### src/acs_cfg.svh
`ifndef ACS_CFG_SVH
`define ACS_CFG_SVH
// ------------------------------------------------------------
// Register map (byte addresses on the 32-bit bus)
// ------------------------------------------------------------
`define ACS_CTRL_INDEX 8'hCB
`define ACS_CTRL_ADDR 10'h32C
`define ACS_RESULT_ADDR 10'h330
`define ACS_STATUS_ADDR 10'h334
`define ACS_CTRL_RESET 8'h00
// ------------------------------------------------------------
// Field positions
// ------------------------------------------------------------
`define ACS_BUSY_BIT 0
`define ACS_PSC_LSB 1
`define ACS_MODE_LSB 3
`define ACS_CH_LSB 5
// ------------------------------------------------------------
// Timing in converter cycles; prescaler divisors in input cycles
// ------------------------------------------------------------
`define ACS_RESET_CYC 4'd1
`define ACS_SAMPLE_CYC 4'd7
`define ACS_CONV_CYC 4'd8
`define ACS_LOAD_CYC 4'd1
`define ACS_DESEL_CYC 4'd1
`define ACS_DIV2 4'd2
`define ACS_DIV4 4'd4
`define ACS_DIV6 4'd6
`define ACS_DIV12 4'd12
`endif

### src/acs_pkg.sv
package acs_pkg;
  typedef enum logic [1:0] {
    ACS_SE_SINGLE,
    ACS_SE_SCAN,
    ACS_DIFF_SINGLE,
    ACS_DIFF_SCAN
  } acs_mode_t;
  typedef enum logic [2:0] {
    ACS_IDLE,
    ACS_RESET,
    ACS_SAMPLE,
    ACS_CONVERT,
    ACS_LOAD,
    ACS_DESELECT
  } acs_state_t;
endpackage

### src/acs_sequencer.sv
`include "acs_cfg.svh"
module acs_sequencer (
  // Clock and reset
  input wire logic clk_i,
  input wire logic rst_i,
  // Wishbone slave
  input wire logic wb_cyc_i,
  input wire logic wb_stb_i,
  input wire logic wb_we_i,
  input wire logic [9:0] wb_adr_i,
  input wire logic [3:0] wb_sel_i,
  input wire logic [31:0] wb_dat_i,
  output logic [31:0] wb_dat_o,
  output logic wb_ack_o,
  // Power state of the device
  input wire logic low_power_i,
  // Analog core
  input wire logic cmp_i,
  output logic conv_power_o,
  output logic conv_clk_o,
  output logic sample_o,
  output logic conv_select_o,
  output logic [7:0] pos_sel_o,
  output logic [7:0] neg_sel_o,
  output logic diff_mode_o,
  output logic [7:0] dac_code_o
);
  import acs_pkg::*;

  // ------------------------------------------------------------
  // Registers and state
  // ------------------------------------------------------------
  logic [2:0] channel;
  acs_mode_t mode;
  logic [1:0] psc;
  logic busy;
  logic [7:0] result;
  logic result_valid;
  acs_state_t state;
  logic [3:0] phase_cnt;
  logic [3:0] div_cnt;
  logic [3:0] div_val;
  logic half_tick;
  logic tick_rise;
  logic tick_fall;
  logic cclk;
  logic [7:0] sar;
  logic [2:0] bit_idx;
  logic restart_pend;
  logic lp_q;
  logic wr_ctrl;
  logic rd_hit;
  logic ctrl_hit;
  logic res_hit;
  logic stat_hit;
  logic done_single;
  logic frame_start;
  logic continuous;

  // ------------------------------------------------------------
  // Bus decode
  // ------------------------------------------------------------
  assign ctrl_hit = wb_adr_i == `ACS_CTRL_ADDR;
  assign res_hit = wb_adr_i == `ACS_RESULT_ADDR;
  assign stat_hit = wb_adr_i == `ACS_STATUS_ADDR;
  assign wr_ctrl = wb_cyc_i && wb_stb_i && !wb_ack_o && wb_we_i && ctrl_hit && wb_sel_i[0];
  assign rd_hit = ctrl_hit || res_hit || stat_hit;
  assign continuous = mode == ACS_SE_SCAN || mode == ACS_DIFF_SCAN;

  always_ff @(posedge clk_i) begin
    if (rst_i) begin
      wb_ack_o <= 1'b0;
    end else begin
      wb_ack_o <= wb_cyc_i && wb_stb_i && !wb_ack_o;
    end
  end

  // Read data registered so a load mid-read cannot tear the word
  always_ff @(posedge clk_i) begin
    if (rst_i) begin
      wb_dat_o <= 32'h0000_0000;
    end else if (wb_cyc_i && wb_stb_i && !wb_ack_o && !wb_we_i) begin
      if (ctrl_hit) begin
        wb_dat_o <= {24'h00_0000, channel, mode, psc, busy};
      end else if (res_hit) begin
        wb_dat_o <= {24'h00_0000, result};
      end else if (stat_hit) begin
        wb_dat_o <= {29'h0000_0000, conv_power_o, restart_pend, result_valid};
      end else begin
        wb_dat_o <= 32'h0000_0000;
      end
    end
  end

  // ------------------------------------------------------------
  // Control register
  // ------------------------------------------------------------
  // Frozen fields while busy keep a running frame consistent
  always_ff @(posedge clk_i) begin
    if (rst_i) begin
      channel <= 3'h0;
      mode <= ACS_SE_SINGLE;
      psc <= 2'h0;
    end else if (wr_ctrl && !busy) begin
      channel <= wb_dat_i[`ACS_CH_LSB +: 3];
      mode <= acs_mode_t'(wb_dat_i[`ACS_MODE_LSB +: 2]);
      psc <= wb_dat_i[`ACS_PSC_LSB +: 2];
    end
  end

  // Software write wins over the hardware clear in the same cycle
  always_ff @(posedge clk_i) begin
    if (rst_i) begin
      busy <= 1'b0;
    end else if (wr_ctrl) begin
      busy <= wb_dat_i[`ACS_BUSY_BIT];
    end else if (done_single) begin
      busy <= 1'b0;
    end
  end

  // ------------------------------------------------------------
  // Prescaler
  // ------------------------------------------------------------
  always_comb begin
    case (psc)
      2'h0: div_val = `ACS_DIV2;
      2'h1: div_val = `ACS_DIV4;
      2'h2: div_val = `ACS_DIV6;
      default: div_val = `ACS_DIV12;
    endcase
  end

  // Converter clock toggles every div_val/2 input cycles
  always_ff @(posedge clk_i) begin
    if (rst_i || !busy || low_power_i) begin
      div_cnt <= 4'h0;
      cclk <= 1'b0;
    end else if (half_tick) begin
      div_cnt <= 4'h0;
      cclk <= !cclk;
    end else begin
      div_cnt <= div_cnt + 4'h1;
    end
  end

  assign half_tick = busy && !low_power_i && (div_cnt == ((div_val >> 1) - 4'h1));
  assign tick_rise = half_tick && !cclk;
  assign tick_fall = half_tick && cclk;
  assign conv_clk_o = cclk;
  assign conv_power_o = busy && !low_power_i;

  // ------------------------------------------------------------
  // Conversion sequencer
  // ------------------------------------------------------------
  assign done_single = tick_fall && state == ACS_LOAD && !continuous && !wr_ctrl;
  assign frame_start = wr_ctrl && wb_dat_i[`ACS_BUSY_BIT] && !busy;

  always_ff @(posedge clk_i) begin
    if (rst_i) begin
      lp_q <= 1'b0;
    end else begin
      lp_q <= low_power_i;
    end
  end

  // A frame cut by low power reruns on exit and is flagged
  always_ff @(posedge clk_i) begin
    if (rst_i) begin
      restart_pend <= 1'b0;
    end else if (frame_start) begin
      restart_pend <= 1'b0;
    end else if (low_power_i && !lp_q && busy) begin
      restart_pend <= 1'b1;
    end else if (state == ACS_LOAD && tick_fall) begin
      restart_pend <= 1'b0;
    end
  end

  always_ff @(posedge clk_i) begin
    if (rst_i || !busy || low_power_i) begin
      state <= ACS_IDLE;
      phase_cnt <= 4'h0;
    end else if (tick_fall) begin
      case (state)
        ACS_IDLE: begin
          state <= ACS_RESET;
          phase_cnt <= 4'h0;
        end
        ACS_RESET: begin
          state <= ACS_SAMPLE;
          phase_cnt <= `ACS_SAMPLE_CYC - 4'h1;
        end
        ACS_SAMPLE: begin
          if (phase_cnt == 4'h0) begin
            state <= ACS_CONVERT;
            phase_cnt <= `ACS_CONV_CYC - 4'h1;
          end else begin
            phase_cnt <= phase_cnt - 4'h1;
          end
        end
        ACS_CONVERT: begin
          if (phase_cnt == 4'h0) begin
            state <= ACS_LOAD;
          end else begin
            phase_cnt <= phase_cnt - 4'h1;
          end
        end
        ACS_LOAD: begin
          state <= continuous ? ACS_DESELECT : ACS_IDLE;
        end
        ACS_DESELECT: begin
          state <= ACS_SAMPLE;
          phase_cnt <= `ACS_SAMPLE_CYC - 4'h1;
        end
        default: state <= ACS_IDLE;
      endcase
    end
  end

  // Gated by power so the switch opens at once on low-power entry
  assign sample_o = state == ACS_SAMPLE && conv_power_o;
  assign conv_select_o = state != ACS_IDLE && state != ACS_DESELECT;

  // ------------------------------------------------------------
  // Successive approximation
  // ------------------------------------------------------------
  always_ff @(posedge clk_i) begin
    if (rst_i) begin
      sar <= 8'h00;
      bit_idx <= 3'h7;
    end else if (tick_fall && state == ACS_SAMPLE && phase_cnt == 4'h0) begin
      sar <= 8'h80;
      bit_idx <= 3'h7;
    end else if (tick_rise && state == ACS_CONVERT) begin
      sar[bit_idx] <= cmp_i;
      if (bit_idx != 3'h0) begin
        sar[bit_idx - 3'h1] <= 1'b1;
        bit_idx <= bit_idx - 3'h1;
      end
    end
  end
  assign dac_code_o = sar;

  // Whole-byte load in one edge; reads see old or new, never a mix
  always_ff @(posedge clk_i) begin
    if (rst_i) begin
      result_valid <= 1'b0;
    end else if (tick_fall && state == ACS_LOAD) begin
      result_valid <= !restart_pend;
    end else if (frame_start) begin
      result_valid <= 1'b0;
    end
  end

  // Cleared on reset only to keep the read-only check free of unknowns
  always_ff @(posedge clk_i) begin
    if (rst_i) begin
      result <= 8'h00;
    end else if (tick_fall && state == ACS_LOAD) begin
      result <= sar;
    end
  end

  // ------------------------------------------------------------
  // Input routing
  // ------------------------------------------------------------
  assign diff_mode_o = mode == ACS_DIFF_SINGLE || mode == ACS_DIFF_SCAN;
  genvar g;
  generate
    for (g = 0; g < 8; g++) begin : g_route
      assign pos_sel_o[g] = conv_power_o && channel == 3'(g);
      assign neg_sel_o[g] = conv_power_o && diff_mode_o && (channel ^ 3'h1) == 3'(g);
    end
  endgenerate
endmodule

### config.mk
export PLATFORM = sky130hd
export DESIGN_NAME = acs_sequencer
export DESIGN_NICKNAME = d
export VERILOG_FILES = /design/src/acs_pkg.sv /design/src/acs_sequencer.sv
export VERILOG_INCLUDE_DIRS = /design/src
export SDC_FILE = /design/constraint.sdc
export NUM_CORES = 1
export LEC_CHECK = 0
export ABC_AREA = 1
export BUFFER_PORTS_ARGS = -buffer_cell sky130_fd_sc_hd__buf_2
export CAP_MARGIN = 20
export CORE_ASPECT_RATIO = 1.75
export CORE_MARGIN = 10
export CORE_UTILIZATION = 31
export CTS_BUF_LIST = sky130_fd_sc_hd__clkbuf_4
export DETAILED_ROUTE_END_ITERATION = 6
export REMOVE_ABC_BUFFERS = 1
export SYNTH_ARGS = -nofsm -noshare
export SYNTH_HDL_FRONTEND = slang
export SYNTH_SLANG_ARGS = --single-unit
### constraint.sdc
create_clock -name clk_i -period 1.5 [get_ports clk_i]
set_input_delay 0.075 -clock clk_i [delete_from_list [all_inputs] [get_ports clk_i]]
set_output_delay 0.075 -clock clk_i [all_outputs]
set_load 0.005 [all_outputs]
==> results.yml <==
final_layout:
  n_fill_cell: 989
  final-seq-area_um2: 1040
  fin_area_um2: 4170
  utilization_pct: 44.0
  multi_input_area_um2: 1870
  fin_cells: 699
  final_layout_size_suffix_gt1_share_pct: 33.9
  synthToLayoutAreaGrowth_pct: 39.1
  nNetsFinal: 632
global_routing:
  grt-ovfl-total: 0
  grt_pass1_vias: 3210
  gr-usage-all-layers_pct: 12.8
  globalRouteMet2Util_pct: 24.2
  use_met3_pct: 2.71
  grt_pass1_wl_um: 14900
  grt_max_degree: 16
  met1_usage_pct: 12.4
  top_usage_layer: "met2"
  antenna_found_initial: 1
floorplan:
  die_h_um: 150
  rows: 47
  die-area_um2: 14200
  ios: 115
  die_x_um: 94.3
  start_util_pct: 31.7
  core-area_um2: 9470
sta:
  finalHoldViolCount: 0
  rsz0062_at_grt: "true"
  fin_crit_sh_pct: 100
  clock_skew_ps: 16.1
  fin_hold_ws_ps: 20.2
  max_freq_mhz: 667
  postLayoutSetupSlackWorst_ps: 0.705
  drv_slew: 0
  setup_viol: 0
  period_minus_slack_ps: 1500
power_and_ir_drop:
  p_leak_nw: 1.87
  clkPwrFrac_pct: 39.2
  comb_power_share_pct: 6.7
  p_sw_mw: 0.552
  p_seq_share_pct: 54.1
  ir_drop_v: 0.000305
  p_int_mw: 1.97
  switching_share_pct: 21.9
  p_per_area_nw_per_um2: 605
yosys:
  synthMuxAreaShare_pct: 0
  synth-compound-area-share_pct: 12.1
  synth_top_cell_area_share_pct: 34.1
  synth_top_cells_by_count: "106 x nand2_1, 60 x nand3_1, 51 x dfxtp_1, 50 x inv_1, 49 x nor2_1"
  netlist_top_cells_area: "dfxtp_1 34%, nand2_1 13%, nand3_1 10%"
  synth_ff_type: "dfxtp_1"
  ys_warn_count: 0
  yosysSeqAreaShare_pct: 34.1
  yosys.area.top_type: "dfxtp_1"
  synthAdderAreaFrac_pct: 1.67
  synth_top_family_by_area: "simple AND/OR/NAND/NOR gates"
  syn_avg_cell_area_um2: 6.56
  synth-xor-area-share_pct: 1.17
  synthArstFlopShare_pct: 0
  synth-seq-cells: 51
  synth_edf_count: 0
  syn_area_um2: 3000
  synth-simple-area-share_pct: 37.1
  yosysUniqueCellTypes: 29
  synth.most_common_cell: "nand2_1"
  syn_inst: 457
setup_path:
  critPathKind: "reg2out"
  worst_ep_required_time_ps: 1420
  startpoint_type: "flop"
  r2r_start: "psc[0]$_SDFFE_PP0P_"
  crit_start: "busy$_SDFFE_PP0P_"
  end_kind: "output port"
  worstPathMaxFanout: 3
  cp.arrival_ps: 1420
placed_design:
  place_congestion: 0.856
  port_buffers: 63
  post-dp-hpwl_um: 7250
  place_area_um2: 3600
  dpl_worst_slack_ps: -65.2
  place_inst: 667
hold_path:
  hp-start: "wb_dat_i[3]"
  min_path_type: "in2reg"
clock_network:
  clk_latency_ps: 390
  clockRootBuffer: "clkbuf_4"
  cts_buffers: 5
  cts_num_sinks: 51
  htreeDepth: 2
  clock_path_buffers: 2
  clk_pin_slew_worst_paths_ps: 140
  cts_tree: "yes"
status:
  status: "finished clean"
route:
  ant_nets: 0
  firstDrtPassIters: 4
  routed_wl_um: 9410
  wire_per_inst_um: 13.5
  vias: 3327
  post_drt_via_cell_ratio: 4.76
  drt_iter0_markers: 123
  drc_errors: 0
flow_run:
  cap_violations: 0
cell type report:
| type | instances | share of cell area, % |
|---|---|---|
| Tap cell | 122 | 3.66 |
| Multi-Input combinational cell | 347 | 44.9 |
| Clock inverter | 2 | 1.44 |
| Inverter | 51 | 4.86 |
| Sequential cell | 51 | 25.0 |
| Timing Repair Buffer | 119 | 19.0 |
| Clock buffer | 6 | 1.08 |
| Antenna cell | 1 | 0.0600 |
state kept, by name, summed over array words and instances, names as in the netlist, 2 cells and up:
signal,flops
bit_idx,3
channel,3
dac_code_o,8
div_cnt,4
mode,2
phase_cnt,4
psc,2
result,8
state,3
wb_dat_o,8
path summary, 6_finish.rpt:
check	cells past startpoint	endpoint	slack [ps]
worst max-delay path	7	pos_sel_o[2]	0.7
worst min-delay path	3	mode[0]$_SDFFE_PP0P_	20
worst max register to register	11	phase_cnt[2]$_SDFFE_PP0P_	80
worst min register to register	2	wb_dat_o[0]$_SDFFE_PP0P_	480
per-stage QoR:
step | TNS (ps) | power [mW]
3_5_place_dp | -300 | 1.54
2_1_floorplan | -69.5 | 1.46
4_1_cts | 0 | 2.56
5_1_grt | -708 | 2.64
6_report | 0 | 2.52
3_3_place_gp | -220 | 1.53
power by group through the flow:
| stage | Sequential [mW] | Clock, mW | Combinational [mW] |
|---|---|---|---|
| floorplan | 1.40 | 0 | 0.0619 |
| global placement | 1.40 | 0 | 0.137 |
| detailed placement | 1.40 | 0 | 0.138 |
| CTS | 1.37 | 1.03 | 0.163 |
| global route | 1.37 | 1.08 | 0.193 |
| finish | 1.36 | 0.988 | 0.170 |
placed cells by master, fill, tap and decap left out, types with 2 or more instances in the layout:
master,instances
a21oi_2,8
dlygate4sd3_1,11
o211ai_1,8
ha_1,3
nor2_4,7
nand3_2,12
nand3_1,49
o21ai_1,2
buf_4,41
nand2_4,5
dfxtp_2,12
dfxtp_1,37
nor2_2,6
buf_2,63
nand4_1,9
inv_2,6
conb_1,24
nor3_1,6
xor2_1,3
a21oi_1,26
bufinv_16,2
o21ai_0,15
nand2_2,10
inv_1,42
nor2_1,43
buf_6,2
clkbuf_4,6
a31oi_1,6
dfxtp_4,2
nand2_1,95
worst max-delay path, cell delays in order, from the launching register on:
cell,delay [ps]
dfxtp_2,380
nand2_4,70
buf_6,130
inv_6,60
buf_6,110
nand2_2,50
nor2_1,100
buf_2,130
routing by layer:
layer,wire (µm),part of all wire [%]
met1,3360,36
met2,5070,54
met3,701,7.4
met4,278,3.0
met5,0,0
cells by family after synthesis:
family	Yosys count
AO/OA/AOI/OAI	66
other	1
adder cells (fa/ha/maj)	4
flip-flops	51
AND/OR/NAND/NOR	248
buffers and inverters	83
XOR/XNOR	4
timing repair:
action | 4_1_cts | 5_1_grt
gates cloned | 1 | 0
gates resized for setup | 16 | 70
hold buffers | 11 | 0
setup buffers | 4 | 7
pin swaps | 2 | 21
endpoints found under the setup margin | 30 | 48
hold endpoints to repair | 10 | 0
Power figures use the tool's default switching activity.
